## config.mk

```make
export PLATFORM = sky130hd
export DESIGN_NAME = mrq_writer
export DESIGN_NICKNAME = d
export VERILOG_FILES = /design/src/rtl/mrq_pkg.sv /design/src/rtl/mrq_writer.sv
export SDC_FILE = /design/constraint.sdc
export NUM_CORES = 1
export LEC_CHECK = 0
export BUFFER_PORTS_ARGS = -buffer_cell sky130_fd_sc_hd__buf_2
export CORE_ASPECT_RATIO = 1.4
export CORE_MARGIN = 2
export CORE_UTILIZATION = 30
export CTS_CLUSTER_DIAMETER = 50
export DETAILED_ROUTE_END_ITERATION = 8
export HOLD_SLACK_MARGIN = 0.15
export PLACE_DENSITY = 0.53
export SETUP_SLACK_MARGIN = 0.3
export SKIP_CTS_REPAIR_TIMING = 1
export SLEW_MARGIN = 25
export SYNTH_ARGS = -nofsm -noshare
export SYNTH_HDL_FRONTEND = slang
export SYNTH_SLANG_ARGS = --single-unit
```

## constraint.sdc

```tcl
create_clock -name aclk -period 6.35 [get_ports aclk]
set_input_delay 0.635 -clock aclk [delete_from_list [all_inputs] [get_ports aclk]]
set_output_delay 0.635 -clock aclk [all_outputs]
set_load 0.1 [all_outputs]
```

## src/rtl/mrq_pkg.sv

```systemverilog
// constants, fields and states of the monitor receive interrupt queue writer
// Operation
// - read slot status first; if free write bytes, then status with new flag set
// - slot still flagged when posting sets the queue overflow interrupt bit
// - multiplex select is 0 for the first multiplex, 1 for the second
// - last and single set means final byte sits in following data word
// - last set, single clear means final byte went in previous channel entry
// - last flag clear when neither neighbouring word holds the final byte
// - first flag set only when the following data word holds the first byte
// - abort flag set when the received monitor message was aborted
// - single flag is 1 for one byte in data word, 0 for two
// - lower byte is doubly confirmed under GCI, single reception under V star
// - upper byte is next confirmed byte under GCI, all ones under V star
// - with time stamping the captured free running 16-bit counter is written
// - plain entry is status word then data word, fields at fixed positions
// - stamped entry is status, data, time stamp, then an all-zero word
// - under V star single, abort, first, last flags are 1, 0, 1, 1
package mrq_pkg;
  localparam int          MRQ_AXI_AW       = 8;
  localparam int          MRQ_MEM_AW       = 24;
  // register byte offsets
  localparam logic [7:0]  MRQ_OFF_CFG      = 8'h00;
  localparam logic [7:0]  MRQ_OFF_BASE     = 8'h04;
  localparam logic [7:0]  MRQ_OFF_SIZE     = 8'h08;
  localparam logic [7:0]  MRQ_OFF_IRQ_STAT = 8'h0c;
  localparam logic [7:0]  MRQ_OFF_IRQ_MASK = 8'h10;
  localparam logic [7:0]  MRQ_OFF_STATUS   = 8'h14;
  // values after reset
  localparam logic        MRQ_STAMP_RST    = 1'b0;
  localparam logic [23:0] MRQ_BASE_RST     = 24'h000000;
  localparam logic [15:0] MRQ_SIZE_RST     = 16'h0010;
  // status word field positions
  localparam int          MRQ_NEW_BIT      = 15;
  localparam int          MRQ_MUX_BIT      = 11;
  localparam int          MRQ_CHAN_LSB     = 8;
  localparam int          MRQ_ODD_BIT      = 3;
  localparam int          MRQ_ABORT_BIT    = 2;
  localparam int          MRQ_FIRST_BIT    = 1;
  localparam int          MRQ_LAST_BIT     = 0;
  // word offsets inside one entry
  localparam logic [1:0]  MRQ_WO_STAT      = 2'h0;
  localparam logic [1:0]  MRQ_WO_DATA      = 2'h1;
  localparam logic [1:0]  MRQ_WO_TS        = 2'h2;
  localparam logic [1:0]  MRQ_WO_ZERO      = 2'h3;
  // fixed contents under the V star protocol
  localparam logic [7:0]  MRQ_VSTAR_UPPER  = 8'hff;
  localparam logic [3:0]  MRQ_VSTAR_FLAGS  = 4'hb;
  // axi responses
  localparam logic [1:0]  MRQ_RESP_OKAY    = 2'h0;
  localparam logic [1:0]  MRQ_RESP_SLVERR  = 2'h2;
  typedef enum logic [5:0] {
    MRQ_S_IDLE = 6'h01,
    MRQ_S_RDNS = 6'h02,
    MRQ_S_DATA = 6'h04,
    MRQ_S_TS   = 6'h08,
    MRQ_S_ZERO = 6'h10,
    MRQ_S_STAT = 6'h20
  } mrq_state_t;
endpackage

```

## src/rtl/mrq_writer.sv

```systemverilog
// monitor receive event poster into the shared-memory interrupt queue
`timescale 1ns/1ns
`default_nettype none
module mrq_writer (
  // clock, reset, enable
  input  wire logic                           aclk,
  input  wire logic                           aresetn,
  input  wire logic                           ce,
  // axi4-lite register slave
  input  wire logic [mrq_pkg::MRQ_AXI_AW-1:0] s_axi_awaddr,
  input  wire logic                           s_axi_awvalid,
  output logic                                s_axi_awready,
  input  wire logic [31:0]                    s_axi_wdata,
  input  wire logic [3:0]                     s_axi_wstrb,
  input  wire logic                           s_axi_wvalid,
  output logic                                s_axi_wready,
  output logic [1:0]                          s_axi_bresp,
  output logic                                s_axi_bvalid,
  input  wire logic                           s_axi_bready,
  input  wire logic [mrq_pkg::MRQ_AXI_AW-1:0] s_axi_araddr,
  input  wire logic                           s_axi_arvalid,
  output logic                                s_axi_arready,
  output logic [31:0]                         s_axi_rdata,
  output logic [1:0]                          s_axi_rresp,
  output logic                                s_axi_rvalid,
  input  wire logic                           s_axi_rready,
  // received monitor events
  input  wire logic                           ev_valid,
  output logic                                ev_ready,
  input  wire logic                           ev_vstar,
  input  wire logic                           ev_multiplex_select,
  input  wire logic [2:0]                     ev_channel_number,
  input  wire logic                           ev_odd,
  input  wire logic                           ev_abort,
  input  wire logic                           ev_first,
  input  wire logic                           ev_last,
  input  wire logic [7:0]                     ev_lower_monitor_byte,
  input  wire logic [7:0]                     ev_upper_monitor_byte,
  // shared memory word port
  output logic                                mem_req,
  output logic                                mem_we,
  output logic [mrq_pkg::MRQ_MEM_AW-1:0]      mem_addr,
  output logic [15:0]                         mem_wdata,
  input  wire logic                           mem_ack,
  input  wire logic [15:0]                    mem_rdata,
  // interrupt
  output logic                                irq
);
  import mrq_pkg::*;

  mrq_state_t  state;
  mrq_state_t  next_state;
  logic        time_stamp_enable;
  logic [23:0] queue_base;
  logic [15:0] queue_size;
  logic        monitor_queue_overflow;
  logic        overflow_mask;
  logic [15:0] wr_ptr;
  logic [15:0] time_stamp_value;
  logic [15:0] free_counter;
  logic        stamp_q;
  logic        vstar_q;
  logic        mux_q;
  logic [2:0]  chan_q;
  logic [3:0]  flags_q;
  logic [7:0]  lower_q;
  logic [7:0]  upper_q;

  // state machine sequencing
  wire ev_take   = ev_valid & ev_ready;
  wire slot_busy = mem_rdata[MRQ_NEW_BIT];
  always_comb begin
    next_state = state;
    unique case (state)
      MRQ_S_IDLE: if (ev_take) next_state = MRQ_S_RDNS;
      MRQ_S_RDNS: if (mem_ack) next_state = slot_busy ? MRQ_S_IDLE : MRQ_S_DATA;
      MRQ_S_DATA: if (mem_ack) next_state = stamp_q ? MRQ_S_TS : MRQ_S_STAT;
      MRQ_S_TS:   if (mem_ack) next_state = MRQ_S_ZERO;
      MRQ_S_ZERO: if (mem_ack) next_state = MRQ_S_STAT;
      MRQ_S_STAT: if (mem_ack) next_state = MRQ_S_IDLE;
      default:    next_state = MRQ_S_IDLE;
    endcase
  end

  // handshake and memory control
  assign ev_ready = ce & (state == MRQ_S_IDLE);
  assign mem_req  = (state != MRQ_S_IDLE);
  assign mem_we   = (state != MRQ_S_IDLE) & (state != MRQ_S_RDNS);
  wire ovf_event  = ce & (state == MRQ_S_RDNS) & mem_ack & slot_busy;
  wire entry_done = ce & (state == MRQ_S_STAT) & mem_ack;

  // entry contents
  wire [3:0]  flag_field  = vstar_q ? MRQ_VSTAR_FLAGS : flags_q;
  wire [7:0]  upper_field = vstar_q ? MRQ_VSTAR_UPPER : upper_q;
  wire [15:0] status_word = {1'b1, 3'h0, mux_q, chan_q, 4'h0, flag_field};
  wire [15:0] data_word   = {upper_field, lower_q};

  // word address of the next access
  wire [23:0] ptr_x2    = {7'h0, wr_ptr, 1'b0};
  wire [23:0] ptr_x4    = {6'h0, wr_ptr, 2'b00};
  // entry layout from the live setting while idle, latched once an event is taken
  wire        stamp_now = (state == MRQ_S_IDLE) ? time_stamp_enable : stamp_q;
  wire [23:0] entry_adr = queue_base + (stamp_now ? ptr_x4 : ptr_x2);
  wire [1:0]  next_off  = (next_state == MRQ_S_DATA) ? MRQ_WO_DATA :
                          (next_state == MRQ_S_TS)   ? MRQ_WO_TS   :
                          (next_state == MRQ_S_ZERO) ? MRQ_WO_ZERO : MRQ_WO_STAT;
  wire [15:0] next_wdata = (next_state == MRQ_S_DATA) ? data_word        :
                           (next_state == MRQ_S_TS)   ? time_stamp_value :
                           (next_state == MRQ_S_STAT) ? status_word      : 16'h0000;
  wire [15:0] ptr_inc    = wr_ptr + 16'h0001;
  wire [15:0] next_ptr   = (ptr_inc >= queue_size) ? 16'h0000 : ptr_inc;

  // state, pointer and memory outputs
  always_ff @(posedge aclk) begin
    if (!aresetn) begin
      state     <= MRQ_S_IDLE;
      wr_ptr    <= 16'h0000;
      mem_addr  <= 24'h000000;
      mem_wdata <= 16'h0000;
    end else if (ce) begin
      state     <= next_state;
      mem_addr  <= entry_adr + {22'h0, next_off};
      mem_wdata <= next_wdata;
      if (entry_done) wr_ptr <= next_ptr;
    end
  end

  // event capture with its time stamp
  always_ff @(posedge aclk) begin
    if (!aresetn) begin
      free_counter     <= 16'h0000;
      time_stamp_value <= 16'h0000;
      stamp_q          <= MRQ_STAMP_RST;
      vstar_q          <= 1'b0;
      mux_q            <= 1'b0;
      chan_q           <= 3'h0;
      flags_q          <= 4'h0;
      lower_q          <= 8'h00;
      upper_q          <= 8'h00;
    end else if (ce) begin
      free_counter <= free_counter + 16'h0001;
      if (ev_take) begin
        time_stamp_value <= free_counter;
        stamp_q          <= time_stamp_enable;
        vstar_q          <= ev_vstar;
        mux_q            <= ev_multiplex_select;
        chan_q           <= ev_channel_number;
        flags_q          <= {ev_odd, ev_abort, ev_first, ev_last};
        lower_q          <= ev_lower_monitor_byte;
        upper_q          <= ev_upper_monitor_byte;
      end
    end
  end

  // axi write decode
  wire        wr_go   = ce & s_axi_awvalid & s_axi_wvalid & ~s_axi_bvalid;
  wire        wr_cfg  = wr_go & (s_axi_awaddr == MRQ_OFF_CFG);
  wire        wr_base = wr_go & (s_axi_awaddr == MRQ_OFF_BASE);
  wire        wr_size = wr_go & (s_axi_awaddr == MRQ_OFF_SIZE);
  wire        wr_ist  = wr_go & (s_axi_awaddr == MRQ_OFF_IRQ_STAT);
  wire        wr_imsk = wr_go & (s_axi_awaddr == MRQ_OFF_IRQ_MASK);
  wire        wr_map  = wr_cfg | wr_base | wr_size | wr_ist | wr_imsk |
                        (s_axi_awaddr == MRQ_OFF_STATUS);
  wire        clr_ovf = wr_ist & s_axi_wstrb[0] & s_axi_wdata[0];
  assign s_axi_awready = wr_go;
  assign s_axi_wready  = wr_go;

  // configuration registers
  always_ff @(posedge aclk) begin
    if (!aresetn) begin
      time_stamp_enable <= MRQ_STAMP_RST;
      queue_base        <= MRQ_BASE_RST;
      queue_size        <= MRQ_SIZE_RST;
      overflow_mask     <= 1'b0;
    end else if (ce) begin
      if (wr_cfg && s_axi_wstrb[0]) time_stamp_enable <= s_axi_wdata[0];
      if (wr_base) queue_base <= s_axi_wdata[23:0];
      if (wr_size) queue_size <= s_axi_wdata[15:0];
      if (wr_imsk && s_axi_wstrb[0]) overflow_mask <= s_axi_wdata[0];
    end
  end

  // sticky overflow flag, set wins over clear
  always_ff @(posedge aclk) begin
    if (!aresetn) begin
      monitor_queue_overflow <= 1'b0;
    end else if (ce) begin
      monitor_queue_overflow <= ovf_event | (monitor_queue_overflow & ~clr_ovf);
    end
  end
  assign irq = monitor_queue_overflow & overflow_mask;

  // write response
  always_ff @(posedge aclk) begin
    if (!aresetn) begin
      s_axi_bvalid <= 1'b0;
      s_axi_bresp  <= MRQ_RESP_OKAY;
    end else if (ce) begin
      if (wr_go) begin
        s_axi_bvalid <= 1'b1;
        s_axi_bresp  <= wr_map ? MRQ_RESP_OKAY : MRQ_RESP_SLVERR;
      end else if (s_axi_bready) begin
        s_axi_bvalid <= 1'b0;
      end
    end
  end

  // read decode
  wire        rd_go  = ce & s_axi_arvalid & ~s_axi_rvalid;
  wire        rd_map = (s_axi_araddr == MRQ_OFF_CFG) | (s_axi_araddr == MRQ_OFF_BASE) |
                       (s_axi_araddr == MRQ_OFF_SIZE) | (s_axi_araddr == MRQ_OFF_IRQ_STAT) |
                       (s_axi_araddr == MRQ_OFF_IRQ_MASK) | (s_axi_araddr == MRQ_OFF_STATUS);
  wire [31:0] rd_val =
    (s_axi_araddr == MRQ_OFF_CFG)      ? {31'h0, time_stamp_enable}      :
    (s_axi_araddr == MRQ_OFF_BASE)     ? {8'h00, queue_base}             :
    (s_axi_araddr == MRQ_OFF_SIZE)     ? {16'h0000, queue_size}          :
    (s_axi_araddr == MRQ_OFF_IRQ_STAT) ? {31'h0, monitor_queue_overflow} :
    (s_axi_araddr == MRQ_OFF_IRQ_MASK) ? {31'h0, overflow_mask}          :
    (s_axi_araddr == MRQ_OFF_STATUS)   ? {15'h0, mem_req, wr_ptr}        : 32'h0;
  assign s_axi_arready = rd_go;

  // read data channel
  always_ff @(posedge aclk) begin
    if (!aresetn) begin
      s_axi_rvalid <= 1'b0;
      s_axi_rdata  <= 32'h0;
      s_axi_rresp  <= MRQ_RESP_OKAY;
    end else if (ce) begin
      if (rd_go) begin
        s_axi_rvalid <= 1'b1;
        s_axi_rdata  <= rd_val;
        s_axi_rresp  <= rd_map ? MRQ_RESP_OKAY : MRQ_RESP_SLVERR;
      end else if (s_axi_rready) begin
        s_axi_rvalid <= 1'b0;
      end
    end
  end
endmodule
`default_nettype wire

```

Word level (Yosys, flattened, before mapping)

Index checks and enable logic that the tools add are counted.

Input bits: 103
Output and inout port bits: 85
Word-level logic and storage cells: 134
Flip-flop bits (word level): 201

Bitwise operators: 36
Equal/unequal tests: 22
$lt $le $gt $ge: 1
Reduce and logical (&&, ||, !) cells: 16
Muxes and demuxes: 32
$add $sub $neg: 4

Operators by type and width:

| kind                                           | number |
|---|---|
| 2-to-1 mux 17 bit                              | 4 |
| 2-to-1 mux 16 bit                              | 4 |
| 2-to-1 mux 24 bit                              | 2 |
| 2-to-1 mux 6 bit                               | 7 |
| one-hot mux 6 bit (6 select lines)             | 1 |
| adder 16 x 1 -> 16 bit (second input constant) | 2 |
| == test 8 x 4 -> 1 bit (second input constant) | 4 |
| == test 8 x 5 -> 1 bit (second input constant) | 4 |
| adder 24 x 18 -> 24 bit                        | 1 |
| adder 24 x 2 -> 24 bit                         | 1 |
| bitwise AND 1 bit                              | 22 |
| AND reduction 2 bit                            | 10 |
| 2-to-1 mux 18 bit                              | 1 |
| == test 8 x 3 -> 1 bit (second input constant) | 2 |
| >= comparator 16 bit                           | 1 |
| zero test 8 bit                                | 2 |
| == test 6 x 3 -> 1 bit (second input constant) | 2 |
| == test 6 x 4 -> 1 bit (second input constant) | 2 |
| == test 6 x 5 -> 1 bit (second input constant) | 2 |
| == test 6 bit (second input constant)          | 2 |
| bitwise OR 1 bit                               | 11 |
| 2-to-1 mux 2 bit                               | 5 |
| 2-to-1 mux 8 bit                               | 1 |
| == test 6 x 1 -> 1 bit (second input constant) | 1 |
| other kinds (9)                                | 17 |

Longest topological paths before layout

Gate-level depths: netlist of the first run.

Depth after elaboration: 10
Depth in mapped cells: 17
Mapped depth without buffers: 15

Worst setup path after synthesis of the first run

OpenSTA, ideal clock, no wires.

Path kind: register to register
Start: register state[3]
End: register mem_addr[15] (netlist bit)
Arrival time: 4.565 ns
Path buffers: 2
Cell stages (with the launch flop): 18
Setup time: 0.067 ns
Setup slack: 1.718 ns
Clock period less this slack: 4.632 ns
Required time: 6.283 ns
Cell sequence: dfxtp_1 > buf_2 > or4_4 > nor3b_4 > mux2i_2 > buf_6 > nand2_1 > fa_1 > inv_1 > ha_1 > fa_1 > a211oi_1 > o21ai_0 > a221o_1 > a311oi_1 > xnor2_1 > mux2i_1 > nor2_1

Cells in the longest elaborated chain, start to end: 10
Elaborated cells between the ends (all ways): 25
Classes of those cells: add/sub: 2; eq/ne: 9; mux: 12; bitwise: 2

Ends and longest elaborated chain:

| item                               | RTL line                                              | RTL |
|---|---|---|
| from (decl)                        | mrq_writer.sv:51                                      | `mrq_state_t state;` |
| from (signal assigned)             | mrq_writer.sv:121                                     | `state <= next_state;` |
| == test 6 x 1 -> 1 bit             | mrq_writer.sv:74, mrq_writer.sv:86, mrq_writer.sv:102 |  |
| bitwise AND 1 bit                  | mrq_writer.sv:86                                      | `assign ev_ready = ce & (state == MRQ_S_IDLE);` |
| bitwise AND 1 bit                  | mrq_writer.sv:70                                      | `wire ev_take = ev_valid & ev_ready;` |
| 2-to-1 mux 6 bit                   | mrq_writer.sv:75                                      | `MRQ_S_IDLE: if (ev_take) next_state = MRQ_S_RDNS;` |
| one-hot mux 6 bit (6 select lines) | mrq_writer.sv:74                                      | `unique case (state)` |
| == test 6 x 5 -> 1 bit             | mrq_writer.sv:106                                     | `(next_state == MRQ_S_ZERO) ? MRQ_WO_ZERO : MRQ_WO_STAT;` |
| 2-to-1 mux 2 bit                   | mrq_writer.sv:106                                     |  |
| 2-to-1 mux 2 bit                   | mrq_writer.sv:105                                     | `(next_state == MRQ_S_TS) ? MRQ_WO_TS :` |
| 2-to-1 mux 2 bit                   | mrq_writer.sv:104                                     | `wire [1:0] next_off = (next_state == MRQ_S_DATA) ? MRQ_WO_DATA :` |
| adder 24 x 2 -> 24 bit *           | mrq_writer.sv:122                                     | `mem_addr <= entry_adr + {22'h0, next_off};` |
| to (signal assigned)               | mrq_writer.sv:122                                     |  |
| to (decl)                          | mrq_writer.sv:42                                      | `output logic [mrq_pkg::MRQ_MEM_AW-1:0] mem_addr,` |

Mark *: on every way between the ends. The rest lies on a longest branch, timed or not.
A chain may end at the register's enable or synchronous reset.

Worst setup path after layout of the first run

Start: register state[3]
End: register mem_addr[16] (netlist bit)

The elaborated chain is that of the path after synthesis.

==> qor.yml, run 1 <==
clock_tree:
  numCtsBuffers: 17
  ctsRootBufferMaster: "clkbuf_16"
  max-clock-path-buffers: 2
  cts_num_sinks: 191
  tritoncts_clock_tree: "yes"
  cts_htree_levels: 4
  clk_pin_slew_ns: 0.08
  clock_insertion_delay_worst_skew_ns: 0.47
global_route:
  grt_antenna_before_repair: 2
  global_router_s_overall_resource_usage_pct: 16.89
  first_pass_grt_wire_length_mm: 45.26
  grt-ovfl-total: 0
  grt_max_degree: 59
  grt_pass1_vias: 8464
sta:
  timing.final.setup_violations: 0
  worst_slew_pin_slew_ns: 0.9597
  rsz0062_at_grt: "false"
  hold_violations: 0
  final.setup.tns_ns: 0
  layout_worst_path_cycle_share_pct: 77.23
  report.final.slew_viol_count: 0
  fin_crit_ns: 4.904
  postLayoutSetupSlackWorst_ns: 1.446
  holdWs_ns: 0.4046
  finalClockSkew_ns: 0.01996
  timing.max_slew.rel_slack_pct: 35.88
  max_clock_freq_mhz: 203.9
placed_design:
  port_buffers: 151
  preCtsSetupSlack_ns: 1.384
  dp.final_hpwl_mm: 20.97
  place_congestion: 0.8169
worst_setup_path:
  arrival_time_at_the_worst_endpoint_ns: 5.28
  critical-path-max-stage-delay_ns: 0.55
  critical_path_peak_fanout: 14
  cp_cell_sequence: "or4_4 -> nor3b_4 -> mux2i_2 -> buf_4 -> mux2_4 -> ha_1 -> ha_1 -> a211oi_1 -> nor2_1 -> o31a_1 -> a311oi_1 -> a31oi_1 -> xnor2_1 -> a211oi_1"
  start_kind: "flop"
  timing.critical_path.to_type: "flop"
  cp.depth: 14
  timing_worst_setup_path_type: "flop to flop"
  cp.required_ns: 6.73
  cpLargestDelayFamily: "compound AO/OA/AOI/OAI gates"
  critPathBufInv: 1
  crit_path_top_delay_cell: "or4_4"
  r2r_cells: 14
synthesis:
  synth_cell_types: 71
  yosysWarningCount: 0
  synth-main-ff-cell: "dfxtp_1"
  async_reset_ff_share_pct: 0
  synth-seq-area-share_pct: 38.77
  synth.avg_cell_area_um2: 8.137
  synth_area_um2: 9862
  synth.ff_latch_count: 191
  netlist_instances: 1212
  number_of_flops_mapped_to_enable_cells_by_yosys: 0
route:
  drt_iter0_markers: 505
  wl_per_cell_um: 16.16
  detailroute.via_count: 8746
  drc: 0
  drt_pre_antenna_iters: 5
  drt.antenna.violating_nets: 0
  detail_route.wirelength_mm: 28.59
  avgViaCountPerCell: 4.944
layout:
  layout.cells.most_common: "nand2_1"
  layout_common_cells: "243 x nand2_1, 191 x dfxtp_1, 150 x buf_2"
  areaGrowthSynthToFinish_pct: 16.81
  final_layout_size_suffix_gt1_share_pct: 17.16
  antenna_cells: 0
  net_count_of_the_finished_layout: 1474
floorplanning:
  die-height_um: 218.5
  initial_utilization_pct: 30.44
  num_io_pins: 188
  core_area_um2: 32400
  die_area_um2: 34360
  die_width_um: 157.2
  floorplan.rows: 78
power:
  power_leakage_nw: 4.759
  peakVddDrop_mv: 0.1760
  pwr_density_cell_nw_per_um2: 230.2
run_status:
  status: "finished, final reports clean"
job:
  cap_viol_max_count: 0
hold_path:
  hold_depth: 3
  min_path_type: "input pin to flop"
where the power goes:
| group | internal, mW | switching (mW) | total, mW | leakage, nW |
|---|---|---|---|---|
| registers | 1.22 | 0.0134 | 1.23 | 1.55 |
| logic | 0.0550 | 0.218 | 0.273 | 2.91 |
| clock network | 0.635 | 0.513 | 1.15 | 0.303 |
| total | 1.91 | 0.744 | 2.65 | 4.76 |
metal layers:
layer	track usage [%]	wire length, um	vias to the layer above
li1	-	-	4428
met1	18.70	11760	4100
met2	30.66	14770	172
met3	4.204	1278	42
met4	6.606	756	4
met5	0	26	-
path summary, 6_finish.rpt:
kind | slack [ns] | startpoint | endpoint
worst max-delay path | 1.45 | state[3] | mem_addr[16]
worst min-delay path | 0.40 | ev_last | flags_q[0]
worst max register to register | 1.45 | state[3] | mem_addr[16]
worst min register to register | 0.45 | s_axi_rdata[17] | s_axi_rdata[17]
cell families after synthesis:
| group | after synthesis | share of synthesized area, % |
|---|---|---|
| DFF | 191 | 38.77 |
| xor gates and xnor gates | 46 | 4.085 |
| buffers and inverters | 113 | 5.037 |
| adders and majority gates | 55 | 7.130 |
| AOI/OAI and AO/OA | 290 | 18.24 |
| other | 1 | 0.03802 |
| muxes | 39 | 4.542 |
| and+or+nand+nor | 477 | 22.15 |
synth_stat cells (3+ instances only):
master | number | area (um^2)
o21a_1 | 6 | 45.04
buf_1 | 6 | 22.52
nor3b_1 | 6 | 45.04
or2_2 | 4 | 25.02
a211oi_1 | 18 | 135.1
and2_1 | 8 | 50.05
and4_1 | 4 | 35.03
nor2_1 | 90 | 337.8
nor3_1 | 11 | 55.05
a21o_1 | 7 | 52.55
inv_1 | 26 | 97.59
o21bai_1 | 3 | 22.52
mux2_2 | 11 | 123.9
a222oi_1 | 8 | 80.08
xor2_1 | 25 | 219.0
nand2_1 | 243 | 912.1
a21oi_1 | 129 | 645.6
and3_1 | 18 | 112.6
a311oi_1 | 3 | 26.28
o211ai_1 | 3 | 22.52
buf_2 | 7 | 35.03
a21boi_0 | 4 | 30.03
dfxtp_1 | 191 | 3824
clkbuf_1 | 57 | 214.0
nand3_1 | 27 | 135.1
a221o_1 | 4 | 40.04
ha_1 | 53 | 663.1
o21ai_0 | 54 | 270.3
xnor2_1 | 21 | 183.9
nor4_1 | 5 | 31.28
nand3b_1 | 13 | 97.59
buf_4 | 13 | 97.59
mux2i_1 | 19 | 190.2
a22oi_1 | 14 | 105.1
a41oi_1 | 8 | 70.07
mux2_4 | 8 | 120.1
nand4_1 | 13 | 81.33
o31ai_1 | 8 | 60.06
nor2b_1 | 9 | 56.30
or3_1 | 4 | 25.02
a31oi_1 | 7 | 43.79
nand2b_1 | 10 | 62.56
flip-flops by register name, indices dropped and copies added, names as in the netlist, 3 cells and up:
register and count:
chan_q 3, flags_q 4, free_counter 16, lower_q 8, mem_addr 24, mem_wdata 16
queue_base 24, queue_size 16, s_axi_rdata 24, state 6, time_stamp_value 16, upper_q 8
wr_ptr 16
worst min-delay path, stage by stage:
cell and delay (ns):
buf_2 0.09, nand2_1 0.04, a21oi_1 0.05
cell type report:
type | instances | area, um^2
well taps | 440 | 550.5
multi-input cells | 917 | 5578
fillers | 3511 | 20880
inverters | 27 | 103.9
clock buffers | 22 | 484.2
flip-flops and latches | 191 | 3824
repair buffers | 162 | 840.8
clock inverters | 10 | 138.9
stage by stage:
stage / cells / power [mW] / area, um^2 / utilization, %
2_1_floorplan: 1221 / 1.467 / 9896 / -
4_1_cts: 1769 / 2.684 / 11520 / 35.55
3_5_place_dp: 1737 / 1.534 / 10900 / 33.63
5_1_grt: 1769 / 2.748 / 11520 / 35.55
3_3_place_gp: 1737 / 1.532 / 10900 / 33.63
6_report: 1769 / 2.652 / 11520 / 35.55
No activity file was read; power rests on OpenSTA's default activity.
==> inputs of run 2 (changes only) <==
--- a/config.mk
+++ b/config.mk
@@ -12,7 +12,7 @@
 export CTS_CLUSTER_DIAMETER = 50
 export DETAILED_ROUTE_END_ITERATION = 8
 export HOLD_SLACK_MARGIN = 0.15
-export PLACE_DENSITY = 0.53
+export PLACE_DENSITY = 0.55
 export SETUP_SLACK_MARGIN = 0.3
 export SKIP_CTS_REPAIR_TIMING = 1
 export SLEW_MARGIN = 25
==> constraint.sdc (replaced) <==
create_clock -name aclk -period 4.45 [get_ports aclk]
set_input_delay 0.445 -clock aclk [delete_from_list [all_inputs] [get_ports aclk]]
set_output_delay 0.445 -clock aclk [all_outputs]
set_load 0.1 [all_outputs]
==> run 2 against run 1 <==
Via count grew 2.0%; routed wire length grew 1.3%; maximum frequency grew 16%; sequential power grew 43%; worst setup slack lost 1.2 ns; sequential cell count is the same; core utilization grew 1.3 points; clock-buffer cell count shrank 3; design area grew 3.6%; critical endpoint is now mem_addr[20]; largest power group unchanged; highest routed layer unchanged.
==> qor.yml, run 2 (synthesis gave the netlist of run 1 again) <==
power:
  switching_fraction_pct: 27.21
  pwr_density_cell_nw_per_um2: 322.8
  p_sw_mw: 1.048
  internal-power_mw: 2.803
  total_power_mw: 3.851
  power_leakage_nw: 4.891
  share_comb_of_total_power_pct: 10.2
  p_clk_share_pct: 44.2
  peakVddDrop_mv: 0.2682
  seqPwrFrac_pct: 45.6
floorplanning:
  die_area_um2: 34360
  floorplan.rows: 78
  die-height_um: 218.5
  num_io_pins: 188
  initial_utilization_pct: 30.44
  core_area_um2: 32400
  die_width_um: 157.2
clock_tree:
  max-clock-path-buffers: 2
  ctsRootBufferMaster: "clkbuf_16"
  tritoncts_clock_tree: "yes"
  cts_num_sinks: 191
  clk_pin_slew_ns: 0.07
  clock_insertion_delay_worst_skew_ns: 0.46
  numCtsBuffers: 17
  cts_htree_levels: 4
route:
  drc: 0
  detailroute.via_count: 8923
  avgViaCountPerCell: 4.985
  drt_pre_antenna_iters: 5
  drt.antenna.violating_nets: 0
  drt_iter0_markers: 476
  detail_route.wirelength_mm: 28.97
  wl_per_cell_um: 16.19
sta:
  rsz0062_at_grt: "true"
  fin_crit_ns: 4.212
  holdWs_ns: 0.2194
  timing.final.setup_violations: 0
  final.setup.tns_ns: 0
  postLayoutSetupSlackWorst_ns: 0.2384
  timing.max_slew.rel_slack_pct: 34.41
  max_clock_freq_mhz: 237.4
  hold_violations: 0
  finalClockSkew_ns: 0.01026
  worst_slew_pin_slew_ns: 0.9817
  layout_worst_path_cycle_share_pct: 94.64
  report.final.slew_viol_count: 0
layout:
  layout.cells.most_common: "nand2_1"
  layout_common_cells: "242 x nand2_1, 189 x dfxtp_1, 150 x buf_2"
  areaGrowthSynthToFinish_pct: 21.00
  net_count_of_the_finished_layout: 1495
  final_layout_size_suffix_gt1_share_pct: 20.31
  top_regs: "mem_addr: 24 flops, queue_base: 24 flops, s_axi_rdata: 24 flops"
  final_cell_area_um2: 11930
global_route:
  grt-ovfl-total: 0
  grt_antenna_before_repair: 3
  global_router_s_overall_resource_usage_pct: 17.08
  grt_max_degree: 77
  first_pass_grt_wire_length_mm: 45.91
  grt_pass1_vias: 8775
worst_setup_path:
  cp_cell_sequence: "or4_4 -> nor3b_4 -> mux2i_4 -> buf_12 -> buf_8 -> mux2_2 -> ha_1 -> ha_1 -> o21ai_0 -> nand2_1 -> a31oi_1 -> or3_1 -> a31oi_2 -> mux2_2 -> o211ai_1"
  critical_path_peak_fanout: 5
  critical-path-max-stage-delay_ns: 0.56
  r2r_cells: 15
  setup.worst_path.start: "state[1]"
  arrival_time_at_the_worst_endpoint_ns: 4.59
  start_kind: "flop"
  timing_worst_setup_path_type: "flop to flop"
  regToRegStartpoint: "state[1]"
  crit_path_top_delay_cell: "or4_4"
  cp.required_ns: 4.83
  timing.critical_path.to_type: "flop"
placed_design:
  preCtsSetupSlack_ns: 0.1701
  place_congestion: 0.8213
  port_buffers: 151
  placement.cell_area_um2: 11060
  dp.final_hpwl_mm: 21.35
hold_path:
  hold_depth: 3
  min_path_type: "input pin to flop"
  holdCritStartpoint: "ev_lower_monitor_byte[7]"
job:
  cap_viol_max_count: 0
run_status:
  status: "finished, final reports clean"
run 2: cell types whose count changed in the layout (fill, tap and decap cells not counted), moves of 4 or more:
| cell | previous run | this run |
|---|---|---|
| o21ai_1 | 0 | 4 |
| o21ai_0 | 54 | 49 |
| ha_4 | 0 | 5 |
| ha_1 | 53 | 43 |
| buf_4 | 12 | 28 |
| ha_2 | 0 | 5 |
run 2: worst paths after layout:
kind | end | slack [ns]
worst max-delay path | mem_addr[20] | 0.24
worst min-delay path | lower_q[7] | 0.22
worst max register to register | mem_addr[20] | 0.24
worst min register to register | s_axi_rdata[9] | 0.45
run 2: critical path, delay by kind of cell (launching register included):
kind                     cells  cell delay (ns)
AO/OA/AOI/OAI                4             0.56
adder cells (fa/ha/maj)      2             0.66
buffers and inverters        2             0.26
flip-flops                   1             0.33
multiplexers                 3             0.98
AND/OR/NAND/NOR              4             1.33
run 2: metrics by stage:
stage | util [%] | instances
6_report | 36.83 | 1790
5_1_grt | 36.83 | 1790
4_1_cts | 36.14 | 1783
3_5_place_dp | 34.13 | 1752
3_3_place_gp | 34.13 | 1752
2_1_floorplan | - | 1221
run 2: cell type report:
class	count	area, um^2
Clock buffer	19	452.9
Timing Repair Buffer	183	1052
Inverter	27	103.9
Antenna cell	1	2.502
Multi-Input combinational cell	917	5746
Fill cell	3473	20470
Tap cell	440	550.5
Clock inverter	12	198.9
Sequential cell	191	3826
run 2: power by group through the flow:
stage	registers (mW)	clock network (mW)	logic, mW
after floorplan	1.90	0	0.196
after global placement	1.80	0	0.392
after detailed placement	1.80	0	0.395
after CTS	1.76	1.74	0.395
after global routing	1.76	1.81	0.418
final	1.76	1.70	0.391
run 2: metal layers:
layer / routed length (um) / share of wire, % / track usage, % / up-vias
met2: 14930 / 52 / 30.61 / 217
met5: 27 / 0.093 / 0 / -
met3: 1581 / 5.5 / 4.244 / 59
met4: 1012 / 3.5 / 8.212 / 4
li1: - / - / - / 4466
met1: 11420 / 39 / 18.60 / 4177
==> inputs of run 3 (changes only) <==
--- a/config.mk
+++ b/config.mk
@@ -13,6 +13,7 @@
 export DETAILED_ROUTE_END_ITERATION = 8
 export HOLD_SLACK_MARGIN = 0.15
 export PLACE_DENSITY = 0.55
+export REMOVE_ABC_BUFFERS = 1
 export SETUP_SLACK_MARGIN = 0.3
 export SKIP_CTS_REPAIR_TIMING = 1
 export SLEW_MARGIN = 25
==> run 3 against run 2 <==
Design area is 1.8% higher; core utilization is 0.66 points higher; maximum frequency rose by 2.7%; via count up 0.12%; cell count grew 0.61%; clock skew is 0.0033 ns higher.
==> qor.yml, run 3 (synthesis gave the netlist of run 1 again) <==
run_status:
  status: "finished, final reports clean"
worst_setup_path:
  ff2ff_setup_slack_ns: 0.35
  cpLargestDelayFamily: "adder cells"
  timing_worst_setup_path_type: "flop to flop"
  crit_path_top_delay_cell: "or4b_4"
  critical-path-max-stage-delay_ns: 0.54
  timing.critical_path.to_type: "flop"
  start_kind: "flop"
  critPathBufInv: 2
  critical_path_peak_fanout: 3
  cp_cell_sequence: "or3_4 -> or4b_4 -> o32ai_4 -> nor2_2 -> fa_1 -> inv_1 -> ha_2 -> fa_2 -> a211oi_2 -> buf_4 -> o21ai_2 -> a221o_1 -> a221oi_2 -> xnor2_1 -> mux2i_1 -> nor2_1"
  arrival_time_at_the_worst_endpoint_ns: 4.44
  cp.required_ns: 4.79
job:
  cap_viol_max_count: 0
clock_tree:
  ctsRootBufferMaster: "clkbuf_16"
  max-clock-path-buffers: 2
  numCtsBuffers: 17
  cts_num_sinks: 191
  clock_insertion_delay_worst_skew_ns: 0.46
  clk_pin_slew_ns: 0.08
  tritoncts_clock_tree: "yes"
  cts_htree_levels: 4
route:
  drt_iter0_markers: 435
  detail_route.wirelength_mm: 29.97
  drt.antenna.violating_nets: 0
  drt_pre_antenna_iters: 5
  detailroute.via_count: 8934
  wl_per_cell_um: 16.64
  drc: 0
  avgViaCountPerCell: 4.961
hold_path:
  min_path_type: "input pin to flop"
global_route:
  global_route.peak_usage_layer: "met2"
  grt.met2_usage_pct: 32.07
  first_pass_grt_wire_length_mm: 46.19
  globalRouteMet1Util_pct: 18.97
  grt_pass1_vias: 8646
  gr_layer_usage_met3_pct: 4.006
  grt_max_degree: 83
  grt_antenna_before_repair: 3
  grt-ovfl-total: 0
  global_router_s_overall_resource_usage_pct: 17.27
floorplanning:
  initial_utilization_pct: 30.44
  die_area_um2: 34360
  num_io_pins: 188
  core_area_um2: 32400
  die_width_um: 157.2
  die-height_um: 218.5
  floorplan.rows: 78
sta:
  final.setup.tns_ns: 0
  hold_violations: 0
  worst_slew_pin_slew_ns: 0.8726
  postLayoutSetupSlackWorst_ns: 0.3508
  timing.final.setup_violations: 0
  fin_crit_ns: 4.099
  layout_worst_path_cycle_share_pct: 92.12
  finalClockSkew_ns: 0.01355
  holdWs_ns: 0.2087
  rsz0062_at_grt: "true"
  report.final.slew_viol_count: 0
  timing.max_slew.rel_slack_pct: 41.66
  max_clock_freq_mhz: 244.0
layout:
  post-route-util_pct: 37.48
  fillcell_total: 3479
  layout_common_cells: "243 x nand2_1, 189 x dfxtp_1, 150 x buf_2"
  areaGrowthSynthToFinish_pct: 23.15
  layout.cells.most_common: "nand2_1"
  net_count_of_the_finished_layout: 1506
  final_cell_area_um2: 12150
  top_regs: "mem_addr: 24 flops, queue_base: 24 flops, s_axi_rdata: 24 flops"
  antenna_cells: 0
  final_layout_size_suffix_gt1_share_pct: 22.34
placed_design:
  place_congestion: 0.8266
  placement.cell_area_um2: 11110
  preCtsSetupSlack_ns: 0.004150
  dp.final_hpwl_mm: 21.51
  port_buffers: 151
power:
  switching_fraction_pct: 29.98
  internal-power_mw: 2.637
  seqPwrFrac_pct: 46.6
  p_sw_mw: 1.129
  p_clk_share_pct: 42.8
  share_comb_of_total_power_pct: 10.6
  power_leakage_nw: 4.894
  pwr_density_cell_nw_per_um2: 310.1
  peakVddDrop_mv: 0.2628
run 3: layout make-up:
| cell class | count | area [um^2] | share of cell area (%) |
|---|---|---|---|
| Clock buffer | 17 | 425.4 | 3.503 |
| Clock inverter | 15 | 192.7 | 1.586 |
| Inverter | 27 | 103.9 | 0.8551 |
| Multi-Input combinational cell | 917 | 5911 | 48.67 |
| Sequential cell | 191 | 3826 | 31.50 |
| Tap cell | 440 | 550.5 | 4.533 |
| Timing Repair Buffer | 194 | 1136 | 9.354 |
run 3: path summary, 6_finish.rpt:
check                                start         endpoint  depth (start not counted)
setup / recovery                  state[5]     mem_addr[17]                         16
setup reg to reg                  state[5]     mem_addr[17]                         16
hold reg to reg            s_axi_rdata[18]  s_axi_rdata[18]                          2
hold / removal    ev_upper_monitor_byte[6]       upper_q[6]                          3
run 3: routing by layer:
metal / vias to the layer above / wire length (um) / part of all wire (%)
met1: 4232 / 11890 / 40
met3: 41 / 1315 / 4.4
met2: 175 / 16050 / 54
li1: 4480 / - / -
met5: - / 26 / 0.087
met4: 6 / 684 / 2.3
run 3: power groups by stage:
stage	Clock (mW)	Sequential, mW	Combinational, mW
after floorplan	0	1.90	0.162
after global placement	0	1.80	0.399
after detailed placement	0	1.80	0.401
after CTS	1.65	1.76	0.402
after global routing	1.71	1.76	0.428
final	1.61	1.76	0.400
run 3: per-stage QoR:
step                instances  total power, mW
detailed placement       1762            2.197
finish                   1801            3.767
global placement         1762            2.194
global route             1801            3.898
CTS                      1794            3.810
floorplan                1135            2.061
run 3: worst register-to-register path, cell delays in order (launching register included):
cell      delay (ns)
dfxtp_1         0.33
or3_4           0.39
or4b_4          0.55
o32ai_4         0.13
nor2_2          0.07
fa_1            0.50
inv_1           0.04
ha_2            0.19
fa_2            0.40
a211oi_2        0.19
buf_4           0.15
o21ai_2         0.06
a221o_1         0.40
a221oi_2        0.28
xnor2_1         0.10
mux2i_1         0.13
nor2_1          0.05
